**config.mk**
```make
export PLATFORM = sky130hd
export DESIGN_NAME = sar_adc_serial_readout
export DESIGN_NICKNAME = d
export VERILOG_FILES = /design/src/sar_readout_pkg.sv /design/src/pin_edge_sync.sv /design/src/sar_adc_serial_readout.sv
export VERILOG_INCLUDE_DIRS = /design/src
export SDC_FILE = /design/constraint.sdc
export NUM_CORES = 1
export LEC_CHECK = 0
export ABC_AREA = 1
export BUFFER_PORTS_ARGS = -buffer_cell sky130_fd_sc_hd__clkbuf_2
export CAP_MARGIN = 0
export CORE_MARGIN = 4
export CORE_UTILIZATION = 55
export DETAILED_ROUTE_END_ITERATION = 7
export GPL_TIMING_DRIVEN = 0
export PLACE_DENSITY = 0.79
export SETUP_SLACK_MARGIN = 0.4
export SYNTH_ARGS = -nofsm -noshare
export SYNTH_HDL_FRONTEND = slang
export SYNTH_SLANG_ARGS = --single-unit
export TNS_END_PERCENT = 30
```
**constraint.sdc**
```tcl
create_clock -name clock -period 1.8 [get_ports clock]
set_input_delay 0.27 -clock clock [delete_from_list [all_inputs] [get_ports clock]]
set_output_delay 0.27 -clock clock [all_outputs]
set_load 0.05 [all_outputs]
```
**src/sar_readout_params.svh**
```systemverilog
// Constants for the converter sequencing and serial readout block
`ifndef SAR_READOUT_PARAMS_SVH
`define SAR_READOUT_PARAMS_SVH

`define RESULT_BITS        12
`define LEAD_ZERO_BITS     4
`define FRAME_BITS         16
`define CONV_CYCLES        5'd16
`define CYCLE_CNT_W        5
`define CLK_PERIOD_NS      5
`define OUT_ENABLE_MAX_NS  20
`define OUT_RELEASE_MAX_NS 35
`define OUT_ENABLE_CYCLES  (`OUT_ENABLE_MAX_NS / `CLK_PERIOD_NS)
`define OUT_RELEASE_CYCLES (`OUT_RELEASE_MAX_NS / `CLK_PERIOD_NS)
`define SYNC_LATENCY       3

`endif

```
**src/sar_readout_pkg.sv**
```systemverilog
// Types shared by the converter sequencing and serial readout block
package sar_readout_pkg;
    typedef enum logic [1:0] {
        st_power_down = 2'b00,
        st_acquire    = 2'b01,
        st_convert    = 2'b10
    } conv_state_e;

    typedef struct packed {
        logic level;
        logic rise;
        logic fall;
    } pin_edges_s;
endpackage : sar_readout_pkg

```
**src/pin_edge_sync.sv**
```systemverilog
// Two-flop synchroniser with edge detection for one pin
module pin_edge_sync
    import sar_readout_pkg::*;
(
    input  wire logic       clock,
    input  wire logic       rst,
    input  wire logic       pin,
    output pin_edges_s      edges
);
    logic meta_q;
    logic sync_q;
    logic prev_q;

    // The first stage feeds only the second; edges come from stages two and three
    always_ff @(posedge clock) begin
        if (rst) begin
            meta_q <= 1'b1;
            sync_q <= 1'b1;
            prev_q <= 1'b1;
        end else begin
            meta_q <= pin;
            sync_q <= meta_q;
            prev_q <= sync_q;
        end
    end

    assign edges.level = sync_q;
    assign edges.rise  = sync_q & ~prev_q;
    assign edges.fall  = ~sync_q & prev_q;
endmodule : pin_edge_sync

```
**src/sar_adc_serial_readout.sv**
```systemverilog
// Conversion sequencing and serial result readout of a 12-bit SAR converter
`include "sar_readout_params.svh"

// Notes on behaviour
// - A falling select edge leaves power-down, powers the converter and starts acquisition.
// - A rising select edge samples the input at that instant and starts a conversion. The code loads analog_code on the third clock edge after the pin rises.
// - After a conversion the device powers down by itself until the next falling select edge.
// - A conversion lasts exactly 16 serial clock cycles from the rising select edge.
// - The data output leaves high impedance and is driven within 20 ns of the rising select edge.
// - The data output is released within 35 ns of the serial clock fall that ends the conversion.
// - The frame is four zero bits then the 12-bit straight binary result, MSB first.
// - Each output bit changes on a falling edge of the serial clock.
// - The serial clock is the only conversion clock; steps advance only while it runs.
module sar_adc_serial_readout
    import sar_readout_pkg::*;
(
    input  wire logic                      clock,
    input  wire logic                      rst,
    input  wire logic                      select_n,
    input  wire logic                      serial_clock,
    input  wire logic [`RESULT_BITS-1:0]   analog_code,
    output logic                           result_serial_out,
    output logic                           result_oe_n,
    output logic                           powered_up,
    output logic                           tracking,
    output logic                           converting
);
    // Both delays are met by the synchroniser latency plus one output flop
    localparam int unsigned EN_LAT_OK  = (`SYNC_LATENCY + 1) <= `OUT_ENABLE_CYCLES;
    localparam int unsigned REL_LAT_OK = (`SYNC_LATENCY + 1) <= `OUT_RELEASE_CYCLES;

    pin_edges_s sel_e;
    pin_edges_s sck_e;

    conv_state_e                 state_q;
    conv_state_e                 state_d;
    logic [`CYCLE_CNT_W-1:0]     cnt_q;
    logic [`CYCLE_CNT_W-1:0]     cnt_d;
    logic [`FRAME_BITS-1:0]      shift_q;
    logic [`FRAME_BITS-1:0]      shift_d;
    logic                        out_q;
    logic                        oe_n_q;
    logic                        pwr_q;
    logic                        trk_q;
    logic                        conv_q;
    logic                        out_d;
    logic                        oe_n_d;
    logic                        pwr_d;
    logic                        trk_d;
    logic                        conv_d;

    // Select and the serial clock come from the host's domain
    pin_edge_sync u_sel_sync (
        .clock (clock),
        .rst   (rst),
        .pin   (select_n),
        .edges (sel_e)
    );

    // The clock pin is only sampled: a phase shorter than one clock can be missed
    pin_edge_sync u_sck_sync (
        .clock (clock),
        .rst   (rst),
        .pin   (serial_clock),
        .edges (sck_e)
    );

    // State decodes shared by the edge qualifiers
    wire in_acquire = (state_q == st_acquire);
    wire in_convert = (state_q == st_convert);
    wire start_acq  = sel_e.fall;
    wire start_conv = sel_e.rise && in_acquire;
    wire step       = in_convert && sck_e.fall;
    wire last_step  = step && (cnt_q == `CONV_CYCLES - 5'd1);
    wire [`CYCLE_CNT_W-1:0] cnt_inc = cnt_q + 5'd1;
    wire [`FRAME_BITS-1:0]  frame;
    wire [`FRAME_BITS-1:0]  shift_next;

    // Result field in the low bits, fixed zeros above it
    for (genvar j = 0; j < `FRAME_BITS; j++) begin : g_frame
        if (j < `RESULT_BITS) begin : g_data
            assign frame[j] = analog_code[j];
        end else begin : g_lead
            assign frame[j] = 1'b0;
        end
    end

    // Bit zero refills with zero; out_d forces the pin low once the result is out
    for (genvar b = 0; b < `FRAME_BITS; b++) begin : g_shift
        if (b == 0) begin : g_fill
            assign shift_next[b] = 1'b0;
        end else begin : g_move
            assign shift_next[b] = shift_q[b-1];
        end
    end

    // A select fall always wins: an aborted conversion restarts acquisition
    always_comb begin
        state_d = state_q;
        unique case (state_q)
            st_power_down: begin
                if (start_acq) begin
                    state_d = st_acquire;
                end
            end
            st_acquire: begin
                if (start_conv) begin
                    state_d = st_convert;
                end
            end
            st_convert: begin
                if (start_acq) begin
                    state_d = st_acquire;
                end else if (last_step) begin
                    state_d = st_power_down;
                end
            end
            default: begin
                state_d = st_power_down;
            end
        endcase
    end

    // Counter and shifter move only on a conversion start or a seen clock fall, so a stopped clock freezes them
    always_comb begin
        cnt_d   = cnt_q;
        shift_d = shift_q;
        if (start_conv) begin
            cnt_d   = '0;
            shift_d = frame;
        end else if (step && !start_acq && !last_step) begin
            cnt_d   = cnt_inc;
            shift_d = shift_next;
        end
    end

    // Reset parks the sequencer in power-down with the pin released
    always_ff @(posedge clock) begin
        if (rst) begin
            state_q <= st_power_down;
        end else begin
            state_q <= state_d;
        end
    end

    // The count restarts with every conversion, so an abort leaves no trace
    always_ff @(posedge clock) begin
        if (rst) begin
            cnt_q <= '0;
        end else begin
            cnt_q <= cnt_d;
        end
    end

    always_ff @(posedge clock) begin
        if (rst) begin
            shift_q <= '0;
        end else begin
            shift_q <= shift_d;
        end
    end

    // Outputs follow the next state, so each pin moves on the edge after detection
    assign out_d  = (state_d == st_convert) ? shift_d[`FRAME_BITS-1] : 1'b0;
    assign oe_n_d = (state_d != st_convert);
    assign pwr_d  = (state_d != st_power_down);
    assign trk_d  = (state_d == st_acquire);
    assign conv_d = (state_d == st_convert);

    // One flop per pin keeps every output free of decode glitches
    always_ff @(posedge clock) begin
        if (rst) begin
            out_q <= 1'b0;
        end else begin
            out_q <= out_d;
        end
    end

    always_ff @(posedge clock) begin
        if (rst) begin
            oe_n_q <= 1'b1;
        end else begin
            oe_n_q <= oe_n_d;
        end
    end

    always_ff @(posedge clock) begin
        if (rst) begin
            pwr_q <= 1'b0;
        end else begin
            pwr_q <= pwr_d;
        end
    end

    always_ff @(posedge clock) begin
        if (rst) begin
            trk_q <= 1'b0;
        end else begin
            trk_q <= trk_d;
        end
    end

    always_ff @(posedge clock) begin
        if (rst) begin
            conv_q <= 1'b0;
        end else begin
            conv_q <= conv_d;
        end
    end

    // Ports are driven straight from the flops
    assign result_serial_out = out_q;
    assign result_oe_n       = oe_n_q;
    assign powered_up        = pwr_q;
    assign tracking          = trk_q;
    assign converting        = conv_q;
endmodule : sar_adc_serial_readout

```
==> metrics <==
synthesized area 1430 sq um; Worst Path Buf+Inv 2; CP endpoint kind flop; Crit Path Max Fanout 5; Worst Hold Path Cells 2; type of origin of the critical path flop; htree depth 2; Slowest-stage cell, CP dfxtp_2; layout cells sized above 1 27.7%; Worst slew margin 69.8%; Comb power frac 5.4%; sequential share of the synthesized area 47.6%; Die W 59.0 um; DR vias 1270; placed cell areas 1590 sq um; Least-Margin Pin Slew 0.453 ns; routed len/inst 11.1 um; status completed; dpl hpwl 1.91 mm; first-pass GRT wire length 4.78 mm; Reg2Reg Setup Slack 0.31 ns; largest net degree at the start of global routing 11; chip height 59.0 um; critical path type reg2reg; Clk pwr share 30.8%; initial antenna violation count 0; Min Hold Slack 0.125 ns; fmax 670 MHz; Pwr Density 679 nW/um^2; Final Power 1.20 mW; warnings from Yosys 0; CTS buffer count 5; Final Hold Viols 0; switching share of power 22.2%; worst skew pair latency 0.32 ns; Crit path arrival time 1.69 ns; Setup WS post-layout 0.308 ns; pre-CTS WS 0.220 ns; DR WL met3 92 um; Crit Reg-Reg Startpoint cnt_q[0]; Layout Utilization 71.3%; Sequential Power Share 63.8%; CP cell instances ha_4, nand2_4, nor2_4, ha_4, inv_6, nand3_4, nand2_4, buf_8, nor2_2, nor2_1, nor2_1; GRT Util Overall 18.0%; CP required 2.00 ns; Core Region 2480 sq um; n_diodes 0; max-slew violations 0; worst hold path class in2reg; Psw 0.266 mW; Post-Syn Nets 216; area grow syn2layout 23.6%; grt ovf 0; Gate Count Post-Synth 198; row count 18; setup TNS 0 ns; met2 WL 1.48 mm; slowest stage delay, CP 0.35 ns; worst reg2reg path depth 11; DP Cell Count 248; Crit. Startpoint cnt_q[0]; RSZ-0062 raised after global routing yes; met1 WL 1.24 mm; nets 249; RePlAce Congestion 0.817; Routed Antenna Nets 0; Top Ports 21; TritonCTS clock tree yes; synth unique cells 19; reg-to-reg endpoint shift_q[3]; DRC 0; Worst-path clk slew 0.09 ns; CTS Hold Bufs 0; Final setup viols 0; Avg Inst Size Synth 7.22 sq um; number of synthesized register bits 34; family with the most delay on the worst path simple AND/OR/NAND/NOR gates; Initial Utilization 57.7%; post-route minimum period 1.49 ns; fin cells 261; CTS root buffer clkbuf_4; CTS Buffer Depth 2; Iteration-0 DRC Markers 30; final wirelength 2.90 mm; Worst Clk Skew 0.00500 ns; fin crit share 82.9%; die area 3480 sq um; Finished Cell Area 1770 sq um; Via-to-Cell Ratio 4.87; hold_sp serial_clock; Hold Path Sink u_sck_sync.meta_q; First-pass DRT Iterations 4; Max VDD drop 0.671 mV; Sink Count 34; Internal 0.933 mW; port bufs 20; vias in the first global route 1198; DR top layer met4; max_cap viols 0; LEAKAGE 0.822 nW
worst max path at each step:
stage	endpoint	slack, ns	depth (start not counted)
floorplan	shift_q[10]	0.41	10
global placement	shift_q[6]	0.28	10
detailed placement	shift_q[2]	0.22	10
CTS	shift_q[2]	0.27	11
global route	shift_q[3]	0.21	11
finish	shift_q[3]	0.31	11
power groups by stage:
stage          clock (mW)  combinational, mW  sequential, mW
3_3_place_gp            0             0.0617           0.782
4_1_cts             0.380             0.0633           0.765
6_report            0.369             0.0645           0.765
5_1_grt             0.414             0.0714           0.767
2_1_floorplan           0             0.0278           0.792
3_5_place_dp            0             0.0628           0.783
final cells by class:
type / count / area (sq um)
Buffer: 8 / 70.1
Clock buffer: 7 / 45.0
Fill cell: 208 / 712
Inverter: 26 / 103
Multi-Input combinational cell: 130 / 681
Sequential cell: 34 / 683
Tap cell: 30 / 37.5
Timing Repair Buffer: 26 / 146
routing by layer:
layer / track usage, % / vias to the layer above
met5: 0 / -
met4: 10.7 / 0
met3: 4.58 / 9
met2: 30.9 / 19
met1: 19.9 / 570
li1: - / 672
timing repair:
item | CTS | global route
gates cloned | 1 | 1
setup endpoints to repair | 26 | 26
buffers inserted | 2 | 2
gates resized for setup | 7 | 17
pin swaps | 7 | 8
state kept, by name (all words and copies together) (netlist names):
register	count
u_sel_sync.sync_q	1
cnt_q	5
u_sck_sync.meta_q	1
result_serial_out	1
powered_up	1
converting	1
tracking	1
u_sck_sync.sync_q	1
result_oe_n	1
u_sel_sync.meta_q	1
shift_q	16
state_q	2
u_sck_sync.prev_q	1
u_sel_sync.prev_q	1
logic make-up (layout without fill, tap and decap cells):
logic type / count (synthesis) / in the layout / synth area share [%]
AOI/OAI and AO/OA: 13 / 13 / 4.55
xor gates and xnor gates: 2 / 2 / 1.23
adders and majority gates: 2 / 2 / 1.75
buffers and inverters: 34 / 67 / 10.7
DFF: 34 / 34 / 47.6
and+or+nand+nor: 113 / 113 / 34.2
cell usage in the layout (no fill, tap or decap), types with 3 or more instances in the layout:
cell type  count
nand2_1       48
dfxtp_1       32
or2_2          4
nand4_1       11
inv_1         22
nand3_1        4
buf_2          3
clkbuf_2      20
clkbuf_1       4
buf_4          4
a21oi_1       11
clkbuf_4       5
inv_2          3
buf_6          3
nor2_1        30
nor2_2         6
nor2_4         4
cell usage after synthesis:
| cell | n | area share [%] |
|---|---|---|
| buf_2 | 2 | 0.70 |
| ha_1 | 2 | 1.8 |
| nand2_2 | 2 | 0.88 |
| or2_0 | 1 | 0.44 |
| xor2_1 | 2 | 1.2 |
| nand3_1 | 4 | 1.4 |
| buf_6 | 3 | 2.4 |
| nor2_4 | 1 | 0.79 |
| a21oi_1 | 11 | 3.9 |
| o21ai_0 | 2 | 0.70 |
| nor2_1 | 39 | 10 |
| dfxtp_1 | 34 | 48 |
| clkbuf_1 | 3 | 0.79 |
| inv_2 | 3 | 0.79 |
| nand3_2 | 1 | 0.70 |
| inv_1 | 23 | 6.0 |
| nand4_1 | 11 | 4.8 |
| or2_2 | 4 | 1.8 |
| nand2_1 | 50 | 13 |
No activity file was read; power rests on OpenSTA's default activity.
